**config.mk**
```make
export PLATFORM = sky130hd
export DESIGN_NAME = lsu_load_store_unit
export DESIGN_NICKNAME = d
export VERILOG_FILES = /design/src/verilog/lsu_pkg.sv /design/src/verilog/lsu_load_store_unit.sv
export SDC_FILE = /design/constraint.sdc
export NUM_CORES = 1
export LEC_CHECK = 0
export BUFFER_PORTS_ARGS = -buffer_cell sky130_fd_sc_hd__buf_2
export CAP_MARGIN = 20
export CORE_ASPECT_RATIO = 1.25
export CORE_MARGIN = 3
export CORE_UTILIZATION = 55
export CTS_BUF_LIST = sky130_fd_sc_hd__clkbuf_2 sky130_fd_sc_hd__clkbuf_4 sky130_fd_sc_hd__clkbuf_8
export CTS_CLUSTER_SIZE = 24
export DETAILED_ROUTE_END_ITERATION = 10
export MAX_ROUTING_LAYER = met4
export PLACE_DENSITY_LB_ADDON = 0.12
export SYNTH_ARGS = -nofsm -noshare
export SYNTH_HDL_FRONTEND = slang
export SYNTH_SLANG_ARGS = --single-unit
```
**constraint.sdc**
```tcl
create_clock -name core_clk -period 9.35 [get_ports core_clk]
set_input_delay 0.935 -clock core_clk [delete_from_list [all_inputs] [get_ports core_clk]]
set_output_delay 0.935 -clock core_clk [all_outputs]
set_load 0.01 [all_outputs]
```
**src/verilog/lsu_pkg.sv**
```systemverilog
package lsu_pkg;

    localparam int          DATA_W      = 32;
    localparam int          IDX_W       = 4;
    localparam int          LOW_W       = 3;
    localparam int          LIST_W      = 9;
    localparam int          LIT_W       = 8;
    localparam int          CNT_W       = 4;
    // list bit that stands for the link or program counter register
    localparam int          HIGH_BIT    = 8;
    localparam logic [3:0]  SP_IDX      = 4'hD;
    localparam logic [3:0]  LR_IDX      = 4'hE;
    localparam logic [3:0]  PC_IDX      = 4'hF;
    localparam logic [31:0] WORD_BYTES  = 32'h4;
    localparam logic [31:0] ALIGN_MASK  = 32'hFFFF_FFFC;
    localparam logic [31:0] THUMB_MASK  = 32'hFFFF_FFFE;
    localparam logic [8:0]  SINGLE_LIST = 9'h001;

    typedef enum logic [2:0] {
        LSU_OP_LOAD_REG,
        LSU_OP_STORE_REG,
        LSU_OP_LOAD_LIT,
        LSU_OP_BLOCK_LOAD,
        LSU_OP_BLOCK_STORE,
        LSU_OP_PUSH,
        LSU_OP_POP
    } lsu_op_t;

    // word, unsigned_byte_load / byte_store, unsigned_half_load /
    // half_store, signed_byte_load, signed_half_load
    typedef enum logic [2:0] {
        LSU_WORD,
        LSU_UBYTE,
        LSU_UHALF,
        LSU_SBYTE,
        LSU_SHALF
    } lsu_kind_t;

    typedef enum logic [1:0] {
        LSU_SZ_BYTE,
        LSU_SZ_HALF,
        LSU_SZ_WORD
    } lsu_size_t;

    typedef struct packed {
        lsu_op_t               op;
        lsu_kind_t             kind;
        logic [LOW_W-1:0]      transfer_reg;
        logic [LOW_W-1:0]      base_reg;
        logic [LOW_W-1:0]      offset_reg;
        logic [LIST_W-1:0]     reg_list;
        logic                  writeback;
        logic [LIT_W-1:0]      lit_words;
        logic [DATA_W-1:0]     base_val;
        logic [DATA_W-1:0]     offset_val;
        logic [DATA_W-1:0]     stack_pointer;
        logic [DATA_W-1:0]     pc_val;
    } lsu_req_t;

    typedef struct packed {
        logic                  req;
        logic                  we;
        lsu_size_t             size;
        logic [DATA_W-1:0]     addr;
        logic [DATA_W-1:0]     wdata;
    } lsu_bus_t;

    typedef struct packed {
        logic                  we;
        logic [IDX_W-1:0]      addr;
        logic [DATA_W-1:0]     data;
    } lsu_rf_wr_t;

endpackage

```
**src/verilog/lsu_load_store_unit.sv**
```systemverilog
`timescale 1ns/1ps
module lsu_load_store_unit
    import lsu_pkg::*;
(
    input  wire logic              core_clk,
    input  wire logic              rst,
    input  wire logic              req_valid,
    input  wire lsu_req_t          req,
    input  wire logic [DATA_W-1:0] rf_rdata,
    input  wire logic              bus_ack,
    input  wire logic [DATA_W-1:0] bus_rdata,
    output lsu_bus_t               bus_reg,
    output logic [IDX_W-1:0]       rf_raddr_reg,
    output lsu_rf_wr_t             rf_w_reg,
    output logic                   busy_reg,
    output logic                   done_reg,
    output logic                   branch_reg,
    output logic [DATA_W-1:0]      branch_target_reg,
    output logic                   thumb_bit_reg,
    output logic                   flags_we_reg
);

    typedef enum logic [2:0] {
        LSU_IDLE, LSU_SEL, LSU_ISSUE, LSU_WAIT, LSU_FIN
    } lsu_state_t;

    lsu_state_t        state_reg,  state_next;
    lsu_op_t           op_reg,     op_next;
    lsu_kind_t         kind_reg,   kind_next;
    logic [LIST_W-1:0] list_reg,   list_next;
    logic [DATA_W-1:0] addr_reg,   addr_next;
    logic [DATA_W-1:0] start_reg,  start_next;
    logic [LOW_W-1:0]  base_reg,   base_next;
    logic [LOW_W-1:0]  xfer_reg,   xfer_next;
    logic [IDX_W-1:0]  cur_reg,    cur_next;
    logic              wb_reg,     wb_next;
    logic              pc_hit_reg, pc_hit_next;
    lsu_bus_t          bus_next;
    lsu_rf_wr_t        rf_w_next;
    logic [IDX_W-1:0]  rf_raddr_next;
    logic              done_next, branch_next, thumb_next;
    logic [DATA_W-1:0] target_next;

    function automatic logic [CNT_W-1:0] low_pos(logic [LIST_W-1:0] l);
        logic [CNT_W-1:0] p;
        p = '0;
        for (int i = LIST_W - 1; i >= 0; i--) begin
            if (l[i]) begin
                p = CNT_W'(i);
            end
        end
        return p;
    endfunction

    function automatic logic [CNT_W-1:0] count(logic [LIST_W-1:0] l);
        logic [CNT_W-1:0] c;
        c = '0;
        for (int i = 0; i < LIST_W; i++) begin
            c = c + CNT_W'(l[i]);
        end
        return c;
    endfunction

    // narrow data arrives right-justified on bus_rdata
    function automatic logic [DATA_W-1:0] extend(lsu_kind_t k,
                                                 logic [DATA_W-1:0] d);
        case (k)
            LSU_UBYTE: return {24'h00_0000, d[7:0]};
            LSU_UHALF: return {16'h0000, d[15:0]};
            LSU_SBYTE: return {{24{d[7]}}, d[7:0]};
            LSU_SHALF: return {{16{d[15]}}, d[15:0]};
            default:   return d;
        endcase
    endfunction

    logic              multi;
    logic              is_load;
    logic [CNT_W-1:0]  low_idx;
    logic [DATA_W-1:0] n_bytes;

    assign multi   = (op_reg == LSU_OP_BLOCK_LOAD) ||
                     (op_reg == LSU_OP_BLOCK_STORE) ||
                     (op_reg == LSU_OP_PUSH) || (op_reg == LSU_OP_POP);
    assign is_load = (op_reg == LSU_OP_LOAD_REG) ||
                     (op_reg == LSU_OP_LOAD_LIT) ||
                     (op_reg == LSU_OP_BLOCK_LOAD) || (op_reg == LSU_OP_POP);
    assign low_idx = low_pos(list_reg);
    assign n_bytes = DATA_W'(count(req.reg_list)) * WORD_BYTES;

    always_comb begin
        state_next    = state_reg;
        op_next       = op_reg;
        kind_next     = kind_reg;
        list_next     = list_reg;
        addr_next     = addr_reg;
        start_next    = start_reg;
        base_next     = base_reg;
        xfer_next     = xfer_reg;
        cur_next      = cur_reg;
        wb_next       = wb_reg;
        pc_hit_next   = pc_hit_reg;
        bus_next      = bus_reg;
        rf_raddr_next = rf_raddr_reg;
        rf_w_next     = '0;
        done_next     = 1'b0;
        branch_next   = 1'b0;
        target_next   = branch_target_reg;
        thumb_next    = thumb_bit_reg;
        case (state_reg)
            LSU_IDLE: begin
                if (req_valid) begin
                    op_next     = req.op;
                    kind_next   = req.kind;
                    base_next   = req.base_reg;
                    xfer_next   = req.transfer_reg;
                    pc_hit_next = 1'b0;
                    list_next   = req.reg_list;
                    wb_next     = req.writeback;
                    state_next  = LSU_SEL;
                    case (req.op)
                        LSU_OP_LOAD_REG, LSU_OP_STORE_REG: begin
                            addr_next = req.base_val + req.offset_val;
                            list_next = SINGLE_LIST;
                        end
                        LSU_OP_LOAD_LIT: begin
                            addr_next = (req.pc_val & ALIGN_MASK) +
                                        (DATA_W'(req.lit_words) * WORD_BYTES);
                            list_next = SINGLE_LIST;
                            kind_next = LSU_WORD;
                        end
                        LSU_OP_PUSH: begin
                            addr_next = req.stack_pointer - n_bytes;
                            wb_next   = 1'b1;
                        end
                        LSU_OP_POP: begin
                            addr_next = req.stack_pointer;
                            wb_next   = 1'b1;
                        end
                        default: begin
                            addr_next = req.base_val;
                        end
                    endcase
                    start_next = addr_next;
                end
            end
            LSU_SEL: begin
                if (!multi) begin
                    cur_next = {1'b0, xfer_reg};
                end else if (low_idx == CNT_W'(HIGH_BIT)) begin
                    cur_next = (op_reg == LSU_OP_PUSH) ? LR_IDX : PC_IDX;
                end else begin
                    cur_next = {1'b0, low_idx[LOW_W-1:0]};
                end
                rf_raddr_next = cur_next;
                state_next    = LSU_ISSUE;
            end
            // one bus access at a time
            LSU_ISSUE: begin
                bus_next.req  = 1'b1;
                bus_next.we   = !is_load;
                bus_next.addr = addr_reg;
                case (kind_reg)
                    LSU_UBYTE, LSU_SBYTE: begin
                        bus_next.size  = LSU_SZ_BYTE;
                        bus_next.wdata = {24'h00_0000, rf_rdata[7:0]};
                    end
                    LSU_UHALF, LSU_SHALF: begin
                        bus_next.size  = LSU_SZ_HALF;
                        bus_next.wdata = {16'h0000, rf_rdata[15:0]};
                    end
                    default: begin
                        bus_next.size  = LSU_SZ_WORD;
                        bus_next.wdata = rf_rdata;
                    end
                endcase
                state_next = LSU_WAIT;
            end
            LSU_WAIT: begin
                if (bus_ack) begin
                    bus_next.req = 1'b0;
                    // pc value kept for the closing branch
                    if (is_load && cur_reg == PC_IDX) begin
                        pc_hit_next = 1'b1;
                        target_next = bus_rdata & THUMB_MASK;
                        thumb_next  = bus_rdata[0];
                    end else if (is_load) begin
                        rf_w_next.we   = 1'b1;
                        rf_w_next.addr = cur_reg;
                        rf_w_next.data = extend(kind_reg, bus_rdata);
                    end
                    addr_next = addr_reg + WORD_BYTES;
                    list_next = list_reg & ~(LIST_W'(1) << low_idx);
                    state_next = (list_next == '0) ? LSU_FIN : LSU_SEL;
                end
            end
            LSU_FIN: begin
                if (multi && wb_reg) begin
                    rf_w_next.we   = 1'b1;
                    rf_w_next.addr = (op_reg == LSU_OP_PUSH ||
                                      op_reg == LSU_OP_POP) ?
                                     SP_IDX : {1'b0, base_reg};
                    rf_w_next.data = (op_reg == LSU_OP_PUSH) ?
                                     start_reg : addr_reg;
                end
                branch_next = pc_hit_reg;
                done_next   = 1'b1;
                state_next  = LSU_IDLE;
            end
            default: begin
                state_next = LSU_IDLE;
            end
        endcase
    end

    always_ff @(posedge core_clk or posedge rst) begin
        if (rst) begin
            state_reg         <= LSU_IDLE;
            op_reg            <= LSU_OP_LOAD_REG;
            kind_reg          <= LSU_WORD;
            list_reg          <= '0;
            addr_reg          <= '0;
            start_reg         <= '0;
            base_reg          <= '0;
            xfer_reg          <= '0;
            cur_reg           <= '0;
            wb_reg            <= 1'b0;
            pc_hit_reg        <= 1'b0;
            bus_reg           <= '0;
            rf_raddr_reg      <= '0;
            rf_w_reg          <= '0;
            busy_reg          <= 1'b0;
            done_reg          <= 1'b0;
            branch_reg        <= 1'b0;
            branch_target_reg <= '0;
            thumb_bit_reg     <= 1'b0;
            flags_we_reg      <= 1'b0;
        end else begin
            state_reg         <= state_next;
            op_reg            <= op_next;
            kind_reg          <= kind_next;
            list_reg          <= list_next;
            addr_reg          <= addr_next;
            start_reg         <= start_next;
            base_reg          <= base_next;
            xfer_reg          <= xfer_next;
            cur_reg           <= cur_next;
            wb_reg            <= wb_next;
            pc_hit_reg        <= pc_hit_next;
            bus_reg           <= bus_next;
            rf_raddr_reg      <= rf_raddr_next;
            rf_w_reg          <= rf_w_next;
            busy_reg          <= (state_next != LSU_IDLE);
            done_reg          <= done_next;
            branch_reg        <= branch_next;
            branch_target_reg <= target_next;
            thumb_bit_reg     <= thumb_next;
            flags_we_reg      <= 1'b0;
        end
    end
endmodule // lsu_load_store_unit

```
Word-level counts from Yosys, hierarchy flattened:

Index checks and enable logic that the tools add are counted.

* multiplexer cells: 44
* bitwise operators: 2
* add/sub/neg operators: 12
* equality and inequality tests: 22
* reductions and logical operators: 27
* shift operators: 1

Operators by type and width (count)
* 32-bit case mux with 4 select lines: 2
* 37-bit two-way mux: 4
* 32-bit case mux with 2 select lines: 2
* 32-bit two-way mux: 3
* 37-bit case mux with 2 select lines: 1
* 4-bit two-way mux: 12
* 32-bit by 10-bit adder with 32-bit output: 1
* 32-bit by 3-bit adder with 32-bit output (second input constant): 1
* 32-bit adder: 1
* 32-bit by 6-bit subtractor with 32-bit output: 1
* 9-bit two-way mux: 3
* 3-bit by 2-bit equality test with 1-bit output (second input constant): 7
* 3-bit equality test (second input constant): 7
* 4-bit by 1-bit adder with 4-bit output: 5
* 9-bit case mux with 2 select lines: 1
* 3-bit two-way mux: 4
* 3-bit case mux with 4 select lines: 1
* 9-bit AND: 1
* 3-bit by 1-bit equality test with 1-bit output (second input constant): 3
* 3-bit zero test: 3
* 9-bit zero test: 1
* 9-bit inverter: 1
* 1-bit by 4-bit left shift with 9-bit output (first input constant): 1
* 4-bit equality test (second input constant): 2
* other kinds (17): 40

* word-level logic and storage cells: 132
* bits of input ports: 229
* output and inout bits: 146
* bits in registers: 234

Depth between registers and ports, before layout:

* depth after elaboration: 17
* gate-level depth with buffers: 18
* depth with buffers taken out: 17

Worst setup path after synthesis:

No wires, ideal clock.

* kind: input port to flip-flop
* start point: in req[137] (netlist bit)
* end point: reg addr_reg[24]
* stages: 17
* setup time: 131 ps
* data arrival time: 5490 ps
* required time: 9219 ps
* buffers on the path: 1
* path slack: 3730 ps
* cell sequence: inv_1 -> fa_1 -> fa_1 -> fa_1 -> fa_1 -> fa_1 -> xor2_1 -> ha_1 -> a211oi_1 -> nand2_1 -> or4_4 -> buf_6 -> o21a_1 -> o32a_1 -> a22oi_2 -> a2bb2oi_2 -> nand3_1

* word-level cells in the longest chain between the ends: 12

RTL lines
* from (decl): line lsu_load_store_unit.sv:8 `input wire lsu_req_t req,`
* 1-bit by 1-bit adder with 2-bit output: line lsu_load_store_unit.sv:59 `c = c + CNT_W'(l[i]);`
* 2-bit by 1-bit adder with 3-bit output: line lsu_load_store_unit.sv:59
* 3-bit by 1-bit adder with 4-bit output: line lsu_load_store_unit.sv:59
* 4-bit by 1-bit adder with 4-bit output (5 in series): line lsu_load_store_unit.sv:59
* 32-bit by 6-bit subtractor with 32-bit output: line lsu_load_store_unit.sv:132 `addr_next = req.stack_pointer - n_bytes;`
* 32-bit case mux with 4 select lines: line lsu_load_store_unit.sv:120 `case (req.op)`
* 32-bit two-way mux: line lsu_load_store_unit.sv:111 `if (req_valid) begin`
* 32-bit case mux with 2 select lines: line lsu_load_store_unit.sv:109 `case (state_reg)`
* to (signal assigned): line lsu_load_store_unit.sv:242 `addr_reg <= addr_next;`
* to (decl): line lsu_load_store_unit.sv:31 `logic [DATA_W-1:0] addr_reg, addr_next;`

No other way between the ends. The select of a mux whose other input is x is not followed.
A chain may end at the register's enable or synchronous reset.

Worst setup path after layout:

* start point: in req[137] (netlist bit)
* end point: reg start_reg[17]

* word-level cells in the longest chain between the ends: 10

RTL lines
* 1-bit by 1-bit adder with 2-bit output: line lsu_load_store_unit.sv:59
* 2-bit by 1-bit adder with 3-bit output: line lsu_load_store_unit.sv:59
* 3-bit by 1-bit adder with 4-bit output: line lsu_load_store_unit.sv:59
* 4-bit by 1-bit adder with 4-bit output (5 in series): line lsu_load_store_unit.sv:59
* 32-bit by 6-bit subtractor with 32-bit output: line lsu_load_store_unit.sv:132
* 32-bit case mux with 4 select lines: line lsu_load_store_unit.sv:120
* to (signal assigned): line lsu_load_store_unit.sv:243 `start_reg <= start_next;`
* to (decl): line lsu_load_store_unit.sv:32 `logic [DATA_W-1:0] start_reg, start_next;`

No other way between the ends.

==> results.sh <==
export IMPL_root_buffer="clkbuf_8"
export IMPL_async_flop_share_pct=100.0
export IMPL_drtAntennaViolNets=0
export IMPL_worstRegToRegCells=7
export IMPL_synth_seq_cells=234
export IMPL_fmax_mhz=170.5
export IMPL_drc=0
export IMPL_cellPowerDensity_mw_per_mm2=248.9
export IMPL_finalCritPeriodShare_pct=62.74
export IMPL_drt_total_wl_um=48140
export IMPL_cts_tree="yes"
export IMPL_post_cts_buffers=0
export IMPL_largest_reg_flops=68
export IMPL_yosysTopAreaCell="dfrtp_1"
export IMPL_first_global_vias=13490
export IMPL_htreeDepth=1
export IMPL_drt_iter0_drc=928
export IMPL_worstMarginPinSlew_ns=1.036
export IMPL_grt_usage_pct=33.12
export IMPL_synthToLayoutAreaGrowth_pct=18.90
export IMPL_ys_flop_type="dfrtp_1"
export IMPL_reg2reg_slack_ns=6.38
export IMPL_antenna_found_initial=0
export IMPL_synthCells=1724
export IMPL_postCtsHoldBufs=0
export IMPL_via_per_inst=6.013
export IMPL_run_status="complete, no violations"
export IMPL_r2r_end="addr_reg[30]$_DFFE_PP0P_"
export IMPL_layout_setup_ws_ns=3.484
export IMPL_rows=65
export IMPL_grt_max_degree=84
export IMPL_ir_drop_mv=0.1571
export IMPL_crit_end="start_reg[17]$_DFFE_PP0P_"
export IMPL_maxCapViolations=0
export IMPL_synth_area_sq_mm=0.01455
export IMPL_synth_cell_types=73
export IMPL_grt_overflow=0
export IMPL_coreArea_sq_mm=0.02562
export IMPL_utilization_pct=67.54
export IMPL_setup_worst_path_start_class="input pin"
export IMPL_insertion_delay_ns=0.57
export IMPL_finalHoldViolCount=0
export IMPL_die_h_um=187.9
export IMPL_final_setup_skew_ns=0.02194
export IMPL_pre_cts_ws_ns=2.940
export IMPL_regArea_sq_mm=0.005856
export IMPL_worstSetupPathType="input pin to register"
export IMPL_path_max_fanout=9
export IMPL_hp_class="input pin to asynchronous set/reset pin"
export IMPL_finalCriticalPeriod_ns=5.866
export IMPL_gp_congestion=0.9433
export IMPL_grt_pass1_wl_um=73050
export IMPL_die_area_sq_mm=0.02846
export IMPL_fin_tns_setup_ns=0
export IMPL_syn_avg_cell_area_sq_um=8.441
export IMPL_ys_seq_area_share_pct=40.24
export IMPL_worstPathRequired_ns=9.75
export IMPL_yosysTopAreaCellShare_pct=40.24
export IMPL_num_io_pins=375
export IMPL_synth_edf_count=0
export IMPL_multiInputGateArea_sq_mm=0.008198
export IMPL_power_mw=4.307
export IMPL_rsz0062_at_grt="no"
export IMPL_numCtsBuffers=31
export IMPL_hpwlAfterDp_um=36570
export IMPL_drive_above_1_share_pct=24.32
export IMPL_end_kind="register"
export IMPL_startpoint="req[137]"
export IMPL_nets=2328
export IMPL_p_leak_nw=8.710
export IMPL_maxSlewViolCount=0
export IMPL_maxSlewHeadroom_pct=30.61
export IMPL_initial_core_util_pct=56.81
export IMPL_cts_buffer_depth=3
export IMPL_fillers=2198
export IMPL_firstDrtPassIters=5
export IMPL_io_buffers=367
export IMPL_path_clk_slew_ns=0.07
export IMPL_die_w_um=151.5
export IMPL_cp_arrival_ns=6.27
export IMPL_synth_area_top_cells="dfrtp_1 40%, nand2_1 8.8%, o21ai_0 4.2%, ha_1 4.0%, nor2_1 3.5%"
export IMPL_setup_viol=0
export IMPL_synth_warnings=0
export IMPL_clock_sinks=234
export IMPL_vias=14460
export IMPL_post_drt_wl_per_cell_um=20.03
export IMPL_cts_resized=0
export IMPL_r2r_start="state_reg[0]$_DFF_PP0_"
==> report_power, final <==
part	leakage, nW	internal (mW)	total [mW]	switching, mW
Clock	0.354	0.428	0.798	0.370
Sequential	2.99	1.35	1.63	0.283
Combinational	5.36	0.686	1.88	1.19
==> cells in the mapped netlist, types with 7 or more instances <==
master	number
nand2_1	341
a22o_1	11
nor3_1	38
dfrtp_1	234
o21a_1	11
or3_1	10
clkbuf_1	95
xnor2_1	38
nor4_1	14
o21ai_0	122
nor2_1	136
and2_1	12
ha_1	46
nand3_1	53
fa_1	8
nand4_1	29
nor2b_1	12
a211oi_1	22
a21oi_1	99
xor2_1	37
a31oi_1	11
a211o_1	7
mux2i_1	38
nand2b_1	13
o211ai_1	17
o22ai_1	37
a21o_1	22
mux2_2	36
o221ai_1	10
and3_1	18
inv_1	33
o31ai_1	11
a221oi_1	7
==> how the worst min path moves through the flow <==
| stage | cells past startpoint | to | start | slack (ns) |
|---|---|---|---|---|
| 3_5_place_dp | 2 | bus_reg[10]$_DFFE_PP0P_ | bus_reg[10]$_DFFE_PP0P_ | 0.46 |
| 5_1_grt | 2 | bus_reg[24]$_DFFE_PP0P_ | rst | 0.48 |
| 3_3_place_gp | 2 | bus_reg[8]$_DFFE_PP0P_ | bus_reg[8]$_DFFE_PP0P_ | 0.44 |
| 2_1_floorplan | 2 | start_reg[24]$_DFFE_PP0P_ | start_reg[24]$_DFFE_PP0P_ | 0.45 |
| 6_report | 2 | branch_target_reg[18]$_DFFE_PP0P_ | rst | 0.44 |
| 4_1_cts | 2 | branch_target_reg[18]$_DFFE_PP0P_ | rst | 0.46 |
==> cell type report <==
cell class / count / area share, %
Timing Repair Buffer: 391 / 11.73
Antenna cell: 1 / 0.01446
Inverter: 33 / 0.7593
Multi-Input combinational cell: 1354 / 47.38
Clock buffer: 45 / 3.363
Clock inverter: 11 / 0.4917
Tap cell: 335 / 2.422
Sequential cell: 234 / 33.84
==> cell usage in the layout (no fill, tap or decap), drive strengths merged, types with 29 or more instances in the layout <==
master,Yosys,final
clkbuf,95,45
nand2,341,341
nor2,136,136
o22ai,37,37
inv,33,33
mux2i,38,38
nand3,53,53
buf,9,391
ha,46,46
nor3,38,38
nand4,29,29
xor2,37,37
a21oi,99,99
o21ai,128,128
dfrtp,234,234
xnor2,38,38
mux2,36,36
==> cell families after synthesis <==
family	after synthesis	synth area share [%]
other	1	0.02577
AOI/OAI and AO/OA	442	19.31
xor gates and xnor gates	75	4.514
DFF	234	40.24
muxes	74	5.399
and+or+nand+nor	707	21.77
adders and majority gates	54	5.055
buffers and inverters	137	3.688
==> worst max-delay path, stage by stage <==
cell	delay (ns)
buf_2	0.09
inv_1	0.05
fa_1	0.55
fa_1	0.44
fa_1	0.47
fa_1	0.42
fa_1	0.39
xor2_1	0.15
ha_1	0.34
o21a_1	0.20
nor2_1	0.32
o21ai_1	0.36
or3_1	0.47
xor2_1	0.14
a21oi_1	0.08
a2111oi_0	0.73
nor3_1	0.14
==> routing by layer <==
layer / vias up / track usage (%) / wire, um
li1: 6779 / - / -
met1: 6894 / 43.07 / 19600
met2: 663 / 54.32 / 23080
met3: 120 / 2.973 / 3612
met4: 0 / 11.69 / 1845
met5: - / - / 0
==> metrics by stage <==
step           std cells  hold WS (ns)  instance area, sq um
3_3_place_gp        2346        0.4437                 16610
6_report            2404        0.4405                 17300
5_1_grt             2403        0.4797                 17300
2_1_floorplan       1725        0.4451                 14560
4_1_cts             2402        0.4580                 17280
3_5_place_dp        2346        0.4550                 16610
(Power assumes the default switching activity.)
